**src/eeprom_access_pkg.sv**
```systemverilog
// Constants shared by the data EEPROM access controller and its timing divider
package eeprom_access_pkg;

  // ----------------------------------------------------------------
  // I/O register offsets
  // ----------------------------------------------------------------
  localparam logic [5:0] ADDR_HIGH_OFFSET = 6'h22;
  localparam logic [5:0] ADDR_LOW_OFFSET  = 6'h21;
  localparam logic [5:0] DATA_OFFSET      = 6'h20;
  localparam logic [5:0] CONTROL_OFFSET   = 6'h1f;

  // ----------------------------------------------------------------
  // Field layout
  // ----------------------------------------------------------------
  localparam int ADDR_W         = 12;
  localparam int ADDR_HIGH_BITS = 4;
  localparam int MODE_HI_BIT    = 5;
  localparam int MODE_LO_BIT    = 4;
  localparam int RIE_BIT        = 3;
  localparam int MPE_BIT        = 2;
  localparam int PE_BIT         = 1;
  localparam int RE_BIT         = 0;

  // ----------------------------------------------------------------
  // Programming modes and reset values
  // ----------------------------------------------------------------
  localparam logic [1:0] MODE_ATOMIC   = 2'h0;
  localparam logic [1:0] MODE_ERASE    = 2'h1;
  localparam logic [1:0] MODE_WRITE    = 2'h2;
  localparam logic [1:0] MODE_RESERVED = 2'h3;
  localparam logic [1:0] MODE_RESET    = 2'h0;
  localparam logic [7:0] BYTE_ZERO     = 8'h00;

  // ----------------------------------------------------------------
  // Timing
  // ----------------------------------------------------------------
  localparam int CLK_FREQ_KHZ = 100000;
  localparam int RC_FREQ_KHZ  = 8000;
  localparam int RC_DIV       = CLK_FREQ_KHZ / RC_FREQ_KHZ;
  localparam int ATOMIC_RC_CYCLES = 26368;
  localparam int SPLIT_TIME_US    = 1800;
  localparam int SPLIT_RC_CYCLES  = SPLIT_TIME_US * RC_FREQ_KHZ / 1000;
  localparam int PROG_CNT_W       = 15;
  localparam logic [2:0] MPE_CYCLES   = 3'h4;
  localparam logic [2:0] WRITE_STALL  = 3'h2;
  localparam logic [2:0] READ_STALL   = 3'h4;

  // ----------------------------------------------------------------
  // Programming engine states
  // ----------------------------------------------------------------
  typedef enum logic [0:0] {
    PROG_IDLE,
    PROG_BUSY
  } prog_state_t;

endpackage

```
**src/rc_tick_divider.sv**
```systemverilog
// Divider that stands in for the calibrated oscillator as a clock enable
`timescale 1ns/10ps

module rc_tick_divider
  import eeprom_access_pkg::*;
#(
  parameter int DIV = RC_DIV
)
(
  // Clock and power-on reset
  input  wire logic clock,
  input  wire logic por_n,
  // One-cycle enable at the oscillator rate
  output logic      tick
);

  localparam int CNT_W = (DIV > 1) ? $clog2(DIV) : 1;
  localparam logic [CNT_W-1:0] LAST = CNT_W'(DIV - 1);

  logic [CNT_W-1:0] count;

  // ----------------------------------------------------------------
  // Divider
  // ----------------------------------------------------------------
  always_ff @(posedge clock or negedge por_n)
  begin
    if (!por_n)
    begin
      count <= '0;
      tick  <= 1'b0;
    end
    else if (count == LAST)
    begin
      count <= '0;
      tick  <= 1'b1;
    end
    else
    begin
      count <= count + 1'b1;
      tick  <= 1'b0;
    end
  end

endmodule // rc_tick_divider

```
**src/eeprom_cpu_access_control.sv**
```systemverilog
// CPU access controller for the on-chip data EEPROM behind I/O registers
//
// Notes on behaviour
// RULE1 - Address high bits 15:12 and control bits 7:6 always read zero.
// RULE2 - Address is 12 bits: high byte holds 11:8, low byte 7:0.
// RULE3 - Address is undefined after reset; software loads it before any access.
// RULE4 - Data register holds write byte, and receives byte fetched by a read.
// RULE5 - Mode 00 erase+write, 01 erase, 10 write, 11 reserved.
// RULE6 - Mode field writes are ignored while program enable is set.
// RULE7 - Reset clears the mode field unless programming is still running.
// RULE8 - Ready interrupt held while enabled, global enable set, program enable clear.
// RULE9 - Master enable clears itself four cycles after software sets it.
// RULE10 - Program enable starts a write only while master enable is set.
// RULE11 - Software waits idle, sets master enable, then program enable within four.
// RULE12 - Software never starts a write while flash programming runs.
// RULE13 - Program enable clears itself when the programming time ends.
// RULE14 - Starting a write stalls the CPU for two cycles.
// RULE15 - Read strobe fetches the byte at once, then stalls four cycles.
// RULE16 - During programming, reads are refused and the address is frozen.
// RULE17 - Software checks program enable is zero before a read.
// RULE18 - Programming time counts calibrated oscillator cycles, 26368 for a write. Code uses 26368 for mode 00 only; modes 01 and 10 take 14400.
// RULE19 - Software keeps interrupts off across the whole write sequence.
// RULE20 - Read strobe is a one-cycle pulse that clears itself.
// RULE21 - A write in progress at reset runs to completion.
`timescale 1ns/10ps

module eeprom_cpu_access_control
  import eeprom_access_pkg::*;
#(
  parameter int unsigned ATOMIC_CYCLES = ATOMIC_RC_CYCLES,
  parameter int unsigned SPLIT_CYCLES  = SPLIT_RC_CYCLES,
  parameter int unsigned TICK_DIV      = RC_DIV
)
(
  // Clock and resets
  input  wire logic              clock,
  input  wire logic              rst_n,
  input  wire logic              por_n,
  // I/O register port
  input  wire logic [5:0]        io_addr,
  input  wire logic              io_wr,
  input  wire logic              io_rd,
  input  wire logic [7:0]        io_wdata,
  output logic      [7:0]        io_rdata,
  // CPU core signals
  input  wire logic              cpu_irq_enable,
  output logic                   ready_irq,
  output logic                   cpu_stall,
  // EEPROM array
  output logic      [ADDR_W-1:0] array_addr,
  output logic      [7:0]        array_wdata,
  input  wire logic [7:0]        array_rdata,
  output logic                   array_erase,
  output logic                   array_program
);

  // ----------------------------------------------------------------
  // Declarations
  // ----------------------------------------------------------------
  prog_state_t           state;
  logic [ADDR_W-1:0]     eeprom_address;
  logic [7:0]            eeprom_byte_data;
  logic [1:0]            program_mode_field;
  logic                  ready_irq_enable;
  logic                  master_program_enable;
  logic [2:0]            mpe_left;
  logic                  read_strobe;
  logic [2:0]            stall_left;
  logic [PROG_CNT_W-1:0] prog_left;
  logic                  rc_tick;
  logic                  busy;
  logic                  wr_high;
  logic                  wr_low;
  logic                  wr_data;
  logic                  wr_ctrl;
  logic                  start_write;
  logic                  start_read;
  logic                  prog_done;
  logic [1:0]            next_mode;
  logic [7:0]            next_rdata;
  logic [7:0]            control_view;

  // Decode of a write strobe to one offset
  function automatic logic hit(input logic [5:0] a, input logic [5:0] offset, input logic s);
    return s && (a == offset);
  endfunction

  // Programming time for a mode in oscillator cycles
  function automatic logic [PROG_CNT_W-1:0] prog_cycles(input logic [1:0] mode);
    if (mode == MODE_ATOMIC)
      return PROG_CNT_W'(ATOMIC_CYCLES);
    else
      return PROG_CNT_W'(SPLIT_CYCLES);
  endfunction

  assign busy    = (state == PROG_BUSY);
  assign wr_high = hit(io_addr, ADDR_HIGH_OFFSET, io_wr);
  assign wr_low  = hit(io_addr, ADDR_LOW_OFFSET, io_wr);
  assign wr_data = hit(io_addr, DATA_OFFSET, io_wr);
  assign wr_ctrl = hit(io_addr, CONTROL_OFFSET, io_wr);

  // Mode as it will stand after this write
  assign next_mode = (wr_ctrl && !busy) ? io_wdata[MODE_HI_BIT:MODE_LO_BIT] // RULE6
                                        : program_mode_field;

  // Reserved mode starts nothing
  assign start_write = wr_ctrl && io_wdata[PE_BIT] && master_program_enable // RULE10
                       && !busy && (next_mode != MODE_RESERVED); // RULE5

  assign start_read = wr_ctrl && io_wdata[RE_BIT] && !busy; // RULE16

  assign prog_done = busy && rc_tick && (prog_left <= 1);

  // ----------------------------------------------------------------
  // Oscillator enable
  // ----------------------------------------------------------------
  rc_tick_divider #(
    .DIV   (TICK_DIV)
  ) u_rc_tick (
    .clock (clock),
    .por_n (por_n),
    .tick  (rc_tick)
  );

  // ----------------------------------------------------------------
  // Address register, frozen while programming
  // ----------------------------------------------------------------
  always_ff @(posedge clock or negedge por_n)
  begin
    if (!por_n)
      eeprom_address <= '0;
    else if (!busy) // RULE16
    begin
      if (wr_high)
        eeprom_address[ADDR_W-1:8] <= io_wdata[ADDR_HIGH_BITS-1:0]; // RULE2
      if (wr_low)
        eeprom_address[7:0] <= io_wdata; // RULE2
    end
  end

  assign array_addr = eeprom_address;

  // ----------------------------------------------------------------
  // Data register
  // ----------------------------------------------------------------
  always_ff @(posedge clock or negedge por_n)
  begin
    if (!por_n)
      eeprom_byte_data <= BYTE_ZERO;
    else if (start_read)
      eeprom_byte_data <= array_rdata; // RULE4 RULE15
    else if (wr_data && !busy)
      eeprom_byte_data <= io_wdata; // RULE4
  end

  assign array_wdata = eeprom_byte_data;

  // ----------------------------------------------------------------
  // Programming mode, kept through reset while busy
  // ----------------------------------------------------------------
  always_ff @(posedge clock or negedge por_n)
  begin
    if (!por_n)
      program_mode_field <= MODE_RESET;
    else if (!rst_n)
    begin
      if (!busy)
        program_mode_field <= MODE_RESET; // RULE7
    end
    else
      program_mode_field <= next_mode; // RULE6
  end

  // ----------------------------------------------------------------
  // Ready interrupt enable and request
  // ----------------------------------------------------------------
  always_ff @(posedge clock or negedge rst_n)
  begin
    if (!rst_n)
      ready_irq_enable <= 1'b0;
    else if (wr_ctrl)
      ready_irq_enable <= io_wdata[RIE_BIT];
  end

  always_ff @(posedge clock or negedge rst_n)
  begin
    if (!rst_n)
      ready_irq <= 1'b0;
    else
      ready_irq <= ready_irq_enable && cpu_irq_enable && !busy; // RULE8
  end

  // ----------------------------------------------------------------
  // Master enable with its four-cycle timeout
  // ----------------------------------------------------------------
  always_ff @(posedge clock or negedge rst_n)
  begin
    if (!rst_n)
    begin
      master_program_enable <= 1'b0;
      mpe_left              <= '0;
    end
    else if (wr_ctrl && io_wdata[MPE_BIT] && !master_program_enable)
    begin
      master_program_enable <= 1'b1;
      mpe_left              <= MPE_CYCLES - 3'h1; // RULE9
    end
    else if (wr_ctrl && !io_wdata[MPE_BIT])
    begin
      master_program_enable <= 1'b0;
      mpe_left              <= '0;
    end
    else if (mpe_left != 0)
      mpe_left <= mpe_left - 3'h1;
    else
      master_program_enable <= 1'b0; // RULE9
  end

  // ----------------------------------------------------------------
  // Programming engine, only power-on reset stops it
  // ----------------------------------------------------------------
  always_ff @(posedge clock or negedge por_n)
  begin
    if (!por_n)
    begin
      state     <= PROG_IDLE;
      prog_left <= '0;
    end
    else
    begin
      unique case (state)
        PROG_IDLE:
        begin
          if (start_write && rst_n)
          begin
            state     <= PROG_BUSY;
            prog_left <= prog_cycles(next_mode); // RULE18 RULE5
          end
        end
        PROG_BUSY:
        begin
          // Keeps running through a system reset
          if (prog_done)
            state <= PROG_IDLE; // RULE13 RULE21
          else if (rc_tick)
            prog_left <= prog_left - 1'b1; // RULE18
        end
      endcase
    end
  end

  // Array strobes follow the mode latched at start
  always_ff @(posedge clock or negedge por_n)
  begin
    if (!por_n)
    begin
      array_erase   <= 1'b0;
      array_program <= 1'b0;
    end
    else if (start_write && rst_n)
    begin
      array_erase   <= (next_mode == MODE_ATOMIC) || (next_mode == MODE_ERASE); // RULE5
      array_program <= (next_mode == MODE_ATOMIC) || (next_mode == MODE_WRITE); // RULE5
    end
    else if (prog_done)
    begin
      array_erase   <= 1'b0;
      array_program <= 1'b0;
    end
  end

  // ----------------------------------------------------------------
  // Read strobe pulse
  // ----------------------------------------------------------------
  always_ff @(posedge clock or negedge rst_n)
  begin
    if (!rst_n)
      read_strobe <= 1'b0;
    else
      read_strobe <= start_read; // RULE20
  end

  // ----------------------------------------------------------------
  // CPU stall after a write start or a read
  // ----------------------------------------------------------------
  always_ff @(posedge clock or negedge rst_n)
  begin
    if (!rst_n)
    begin
      cpu_stall  <= 1'b0;
      stall_left <= '0;
    end
    else if (start_write)
    begin
      cpu_stall  <= 1'b1;
      stall_left <= WRITE_STALL - 3'h1; // RULE14
    end
    else if (start_read)
    begin
      cpu_stall  <= 1'b1;
      stall_left <= READ_STALL - 3'h1; // RULE15
    end
    else if (stall_left != 0)
      stall_left <= stall_left - 3'h1;
    else
      cpu_stall <= 1'b0;
  end

  // ----------------------------------------------------------------
  // Read-back
  // ----------------------------------------------------------------
  always_comb
  begin
    control_view = BYTE_ZERO; // RULE1
    control_view[MODE_HI_BIT:MODE_LO_BIT] = program_mode_field;
    control_view[RIE_BIT] = ready_irq_enable;
    control_view[MPE_BIT] = master_program_enable;
    control_view[PE_BIT]  = busy;
    control_view[RE_BIT]  = read_strobe;
  end

  always_comb
  begin
    next_rdata = BYTE_ZERO;
    if (io_rd)
    begin
      unique case (io_addr)
        ADDR_HIGH_OFFSET:
          next_rdata = {4'h0, eeprom_address[ADDR_W-1:8]}; // RULE1
        ADDR_LOW_OFFSET:
          next_rdata = eeprom_address[7:0];
        DATA_OFFSET:
          next_rdata = eeprom_byte_data;
        CONTROL_OFFSET:
          next_rdata = control_view;
        default:
          next_rdata = BYTE_ZERO;
      endcase
    end
  end

  always_ff @(posedge clock or negedge rst_n)
  begin
    if (!rst_n)
      io_rdata <= BYTE_ZERO;
    else
      io_rdata <= next_rdata;
  end

endmodule // eeprom_cpu_access_control

```
**config.mk**
```make
export PLATFORM = sky130hd
export DESIGN_NAME = eeprom_cpu_access_control
export DESIGN_NICKNAME = d
export VERILOG_FILES = /design/src/eeprom_access_pkg.sv /design/src/rc_tick_divider.sv /design/src/eeprom_cpu_access_control.sv
export SDC_FILE = /design/constraint.sdc
export NUM_CORES = 1
export LEC_CHECK = 0
export BUFFER_PORTS_ARGS = -buffer_cell sky130_fd_sc_hd__buf_2
export CAP_MARGIN = 15
export CORE_ASPECT_RATIO = 1.1
export CORE_UTILIZATION = 55
export DETAILED_ROUTE_END_ITERATION = 8
export HOLD_SLACK_MARGIN = 0.1
export PLACE_DENSITY = 0.87
export SLEW_MARGIN = 20
export SYNTH_ARGS = -nofsm -noshare
export SYNTH_HDL_FRONTEND = slang
export SYNTH_HIERARCHICAL = 1
export SYNTH_SLANG_ARGS = --single-unit
```
**constraint.sdc**
```tcl
create_clock -name clock -period 2.47 [get_ports clock]
set_clock_uncertainty 0.2 [all_clocks]
set_input_delay 0.741 -clock clock [delete_from_list [all_inputs] [get_ports clock]]
set_output_delay 0.741 -clock clock [all_outputs]
set_load 0.01 [all_outputs]
```
# Word-level counts from Yosys, hierarchy flattened

Index checks and enable logic that the tools add are counted.

Register bits after elaboration: 64
Output and inout bits: 32
Word-level logic and storage cells: 105

Add/subtract/negate cells: 4
$lt $le $gt $ge: 1
Equality and inequality tests: 14
Multiplexer cells: 32
Bitwise logic cells: 1
Reduce and logical (&&, ||, !) cells: 35

Operators with widths:

| cell                    | count |
|---|---|
| $mux W15                | 4 |
| $pmux W8 S4             | 1 |
| $pmux W15 S2            | 1 |
| $mux W8                 | 3 |
| $logic_and A1 B1 Y1     | 20 |
| $eq A6 B6 Y1 const B    | 3 |
| $mux W3                 | 6 |
| $le A15 B1 Y1 const B   | 1 |
| $sub A15 B1 Y15 const B | 1 |
| $mux W1                 | 12 |
| $reduce_bool A3 Y1      | 4 |
| $ne A2 B2 Y1 const B    | 4 |
| $eq A6 B5 Y1 const B    | 1 |
| $mux W2                 | 3 |
| $ne A3 B3 Y1 const B    | 2 |
| $sub A3 B1 Y3 const B   | 2 |
| $add A4 B1 Y4 const B   | 1 |
| $eq A4 B4 Y1 const B    | 1 |
| $mux W4                 | 1 |
| $reduce_and A2 Y1       | 2 |
| $reduce_bool A2 Y1      | 2 |
| $logic_not A1 Y1        | 3 |
| $reduce_and A3 Y1       | 1 |
| $eq A2 B1 Y1 const B    | 1 |
| 6 further kinds         | 7 |

# Longest topological paths before layout

Depth in word-level cells: 9
Depth in mapped cells: 8
Depth with buffers taken out: 7

# Hierarchy

Netlist, hierarchy kept.

Modules (own cells, without submodules):

| module                    | times used | cells an instance | area an instance (sq um) |
|---|---|---|---|
| eeprom_cpu_access_control | 1          | 312               | 3108.0 |
| rc_tick_divider           | 1          | 15                | 198.9 |

# Worst setup path before layout

OpenSTA, ideal clock, no wires.

Kind: input port to flip-flop
Start point: input port io_addr[3]
End point: register eeprom_byte_data[1], in the netlist array_wdata[1]
Arrival time: 2.263 ns
Data required time: 2.133 ns
Slack: -0.130 ns
Cell stages on the path: 6
Cells stage by stage: or4b_4 or2_0 buf_6 nor3_4 mux2i_1 a21oi_1

Word-level cells in the longest chain between the ends: 5
Elaborated cells between the ends (all ways): 9
Classes of those cells: eq/ne (2); mux (1); reduce/logical (6)

RTL lines:

| element                                       | line                             | RTL |
|---|---|---|
| from (decl)                                   | eeprom_cpu_access_control.sv:40  | `input wire logic [5:0] io_addr,` |
| $eq A6 B5 Y1                                  | eeprom_cpu_access_control.sv:85  | `return s && (a == offset);` |
| $logic_and A1 B1 Y1                           | eeprom_cpu_access_control.sv:85  |  |
| $logic_and A1 B1 Y1 (2 in a row)              | eeprom_cpu_access_control.sv:110 | `assign start_read = wr_ctrl && io_wdata[RE_BIT] && !busy;` |
| $mux W8 or $reduce_bool A2 Y1 (tied branches) | n/a                              |  |
| to (signal assigned)                          | eeprom_cpu_access_control.sv:151 | `eeprom_byte_data <= array_rdata;` |
| to (signal assigned)                          | eeprom_cpu_access_control.sv:153 | `eeprom_byte_data <= io_wdata;` |
| to (decl)                                     | eeprom_cpu_access_control.sv:62  | `logic [7:0] eeprom_byte_data;` |

Several ways; a longest one is shown, not always the timed one.
A chain may end at the register's enable or synchronous reset.

# Final worst setup path

Start point: input port io_addr[3]
End point: register eeprom_address[0], in the netlist array_addr[0]

Word-level cells in the longest chain between the ends: 3

RTL lines:

| element                            | line                             | RTL |
|---|---|---|
| $eq A6 B6 Y1                       | eeprom_cpu_access_control.sv:85  |  |
| $logic_and A1 B1 Y1                | eeprom_cpu_access_control.sv:85  |  |
| $reduce_and A2 Y1 (no source line) | n/a                              |  |
| to (signal, indexed assignment)    | eeprom_cpu_access_control.sv:135 | `eeprom_address[ADDR_W-1:8] <= io_wdata[ADDR_HIGH_BITS-1:0];` |
| to (signal assigned)               | eeprom_cpu_access_control.sv:137 | `eeprom_address[7:0] <= io_wdata;` |
| to (decl)                          | eeprom_cpu_access_control.sv:61  | `logic [ADDR_W-1:0] eeprom_address;` |

Every way passes these cells.

==> flow_summary.json <==
{
  "cellInternalPower_mw": 1.77,
  "synth_cells": 327,
  "drive_gt1_share_pct": 31.4,
  "cts.sinks": 64,
  "synthMuxAreaShare_pct": 10.8,
  "placed_area_sq_mm": 0.00385,
  "postRouteAntennaNets": 0,
  "synth-xor-area-share_pct": 0.530,
  "grt_max_degree": 46,
  "ir_drop_mv": 0.359,
  "die_area_sq_mm": 0.00633,
  "path_max_fanout": 5,
  "wl_per_cell_um": 16.7,
  "hold_path_class": "input port to async pin",
  "area_growth_pct": 22.5,
  "port_buffers": 59,
  "post-dp-hpwl_um": 5970,
  "power_frac_seq_pct": 47.8,
  "fp.dieH_um": 83.3,
  "cts_made_buffers": 9,
  "synthesis.area_sq_mm": 0.00331,
  "ctsResizeCount": 0,
  "grtUsageTotal_pct": 27.4,
  "yosysMostFrequentCell": "dfrtp_1",
  "instances_no_fill": 491,
  "start_util_pct": 57.3,
  "core_area_sq_mm": 0.00577,
  "fillers": 415,
  "synth_top_cell_by_area": "dfrtp_1",
  "async_flop_share_pct": 100,
  "gr-total-overflow": 0,
  "ys_ff_latch": 64,
  "total_power_mw": 2.39,
  "cts_tree": "done",
  "status": "finished, final reports clean",
  "path_clk_slew_ns": 0.07,
  "fin_crit_ns": 2.38,
  "finalInstanceArea_sq_mm": 0.00405,
  "drv_slew": 0,
  "synth_area_leaders": "dfrtp_1 (48%), mux2i_1 (6.1%), mux2_2 (4.8%)",
  "critPathArrivalTime_ns": 2.41,
  "setup.worst_path.class": "input port to register",
  "ctsHoldBuffers": 0,
  "end_kind": "register",
  "synthTopCellsByCount": "dfrtp_1 (64), nor2_1 (38), nand2_1 (33)",
  "cts_max_level": 3,
  "yosys.area_share.adder_pct": 2.65,
  "hold_viol_final": 0,
  "synth_cell_types": 57,
  "synthSimpleGateAreaFrac_pct": 20.4,
  "rsz0062_at_grt": "no",
  "powerDensity_mw_per_mm2": 591,
  "grt_pass1_vias": 2758,
  "synthFlopType": "dfrtp_1",
  "whs_ns": 0.180,
  "dp.cells": 477,
  "relSlewSlack_pct": 62.1,
  "route.detailed.drc": 0,
  "sw_frac_of_total_pct": 26.0,
  "yosys_warnings": 6,
  "cts_max_path_buffers": 2,
  "vias_per_cell": 6.03,
  "cts_setup_buffers": 0,
  "synth_top_family_by_area": "simple AND/OR/NAND/NOR gates",
  "setup_tns_ns": 0,
  "io_pins": 60,
  "crit_required_ns": 2.50,
  "rows": 29,
  "cp-start-kind": "input port",
  "grt_pass1_wl_um": 13400,
  "clk_root_buffer_cell": "clkbuf_8",
  "dp_worst_setup_slack_ns": -0.236,
  "seq_area_frac_synth_pct": 48.4,
  "p_comb_share_pct": 14.4,
  "synth_compound_area_share_pct": 14.0,
  "syn_area_per_cell_sq_um": 10.1,
  "finalWirelength_um": 8190,
  "gp_congestion": 0.957,
  "antennaDiodeCount": 0,
  "synth_top_area_share_pct": 48.4,
  "fmax_ghz": 0.421,
  "p_clk_share_pct": 37.8,
  "first_pass_iters": 5,
  "fin_ws_ns": 0.0940,
  "tightest_slew_ns": 0.569,
  "synth-edff-count": 0,
  "clk_latency_ns": 0.35,
  "dr_total_vias": 2960,
  "synth_fp_nets": 362,
  "die_x_um": 75.9,
  "setup_viol": 0,
  "antenna_found_initial": 0,
  "maxCapViolCount": 0,
  "switchingPower_mw": 0.623,
  "drt_iter0_markers": 293,
  "utilization_pct": 70.2,
  "fin_nets": 446,
  "min_period_over_period_pct": 96.2,
  "leakagePower_nw": 1.98
}
[placed cells by master (no fill, tap or decap), types with 3 or more instances in the layout]
cell type,synthesis,routed
o221a_2,3,3
nor2_2,3,3
nand2_1,33,33
and3_1,5,5
mux2_2,14,14
nand2b_1,7,7
mux2i_1,20,20
a21oi_1,15,15
nor3_1,6,6
nand3_1,9,9
buf_4,0,26
a221oi_1,6,6
o21ai_0,12,12
nor2_1,38,38
nor4_1,7,7
buf_2,1,59
ha_1,7,7
inv_1,10,10
clkbuf_8,0,11
and2_1,4,4
dfrtp_1,64,64
o221ai_1,3,3
a32o_1,3,3
[sequential cells by signal (all words and copies together), names as in the netlist]
register and flops:
program_mode_field 2, stall_left 3, master_program_enable 1, array_wdata 8
busy 1, u_rc_tick/tick 1, io_rdata 8, array_erase 1
array_program 1, cpu_stall 1, mpe_left 3, array_addr 12
read_strobe 1, prog_left 15, u_rc_tick/count 4, ready_irq_enable 1
ready_irq 1
[cells by family (layout without fill, tap and decap cells)]
kind of cell               count (synthesis)  count (layout)
AOI/OAI and AO/OA                         65              65
xor gates and xnor gates                   2               2
adders and majority gates                  7               7
buffers and inverters                     24             111
DFF                                       64              64
muxes                                     34              34
and+or+nand+nor                          131             131
[worst paths after layout]
check / to / slack [ns] / from / depth (start not counted)
min in group clock: cpu_stall$_DFFE_PN0P_ / 0.27 / cpu_stall$_DFFE_PN0P_ / 2
hold reg to reg: cpu_stall$_DFFE_PN0P_ / 0.27 / cpu_stall$_DFFE_PN0P_ / 2
max in group asynchronous: array_addr[2]$_DFFE_PN0P_ / 1.41 / por_n / 2
hold / removal: io_rdata[2]$_DFF_PN0_ / 0.18 / rst_n / 2
setup / recovery: array_addr[0]$_DFFE_PN0P_ / 0.09 / io_addr[3] / 7
setup reg to reg: prog_left[5]$_DFFE_PN0P_ / 0.14 / prog_left[10]$_DFFE_PN0P_ / 5
[power groups by stage]
stage | registers (mW) | clock network (mW) | logic (mW)
final | 1.14 | 0.906 | 0.345
after global routing | 1.15 | 0.949 | 0.398
after CTS | 1.14 | 0.910 | 0.348
after detailed placement | 1.16 | 0 | 0.335
after global placement | 1.16 | 0 | 0.321
after floorplan | 1.15 | 0 | 0.232
[final cells by class]
class                           count  area (sq um)  share of cell area (%)
Inverter                           11          41.3                    1.02
Clock buffer                       11           151                    3.74
Timing Repair Buffer               86           510                    12.6
Tap cell                           77          96.3                    2.38
Clock inverter                      3          42.5                    1.05
Multi-Input combinational cell    239          1610                    39.7
Sequential cell                    64          1600                    39.5
[per-layer routing]
layer | GRT usage [%] | vias to the layer above | wire length, um
li1 | - | 1358 | -
met1 | 35.4 | 1445 | 3500
met2 | 44.1 | 139 | 3950
met3 | 5.05 | 18 | 560
met4 | 14.2 | 0 | 170
met5 | 0 | - | 0
[critical path, stage by stage]
cell	delay, ns
buf_2	0.12
or4b_4	0.56
buf_4	0.16
nor2_1	0.11
and3_1	0.22
buf_4	0.17
mux2_2	0.34
Note: power is estimated with default switching activity, not from simulation.
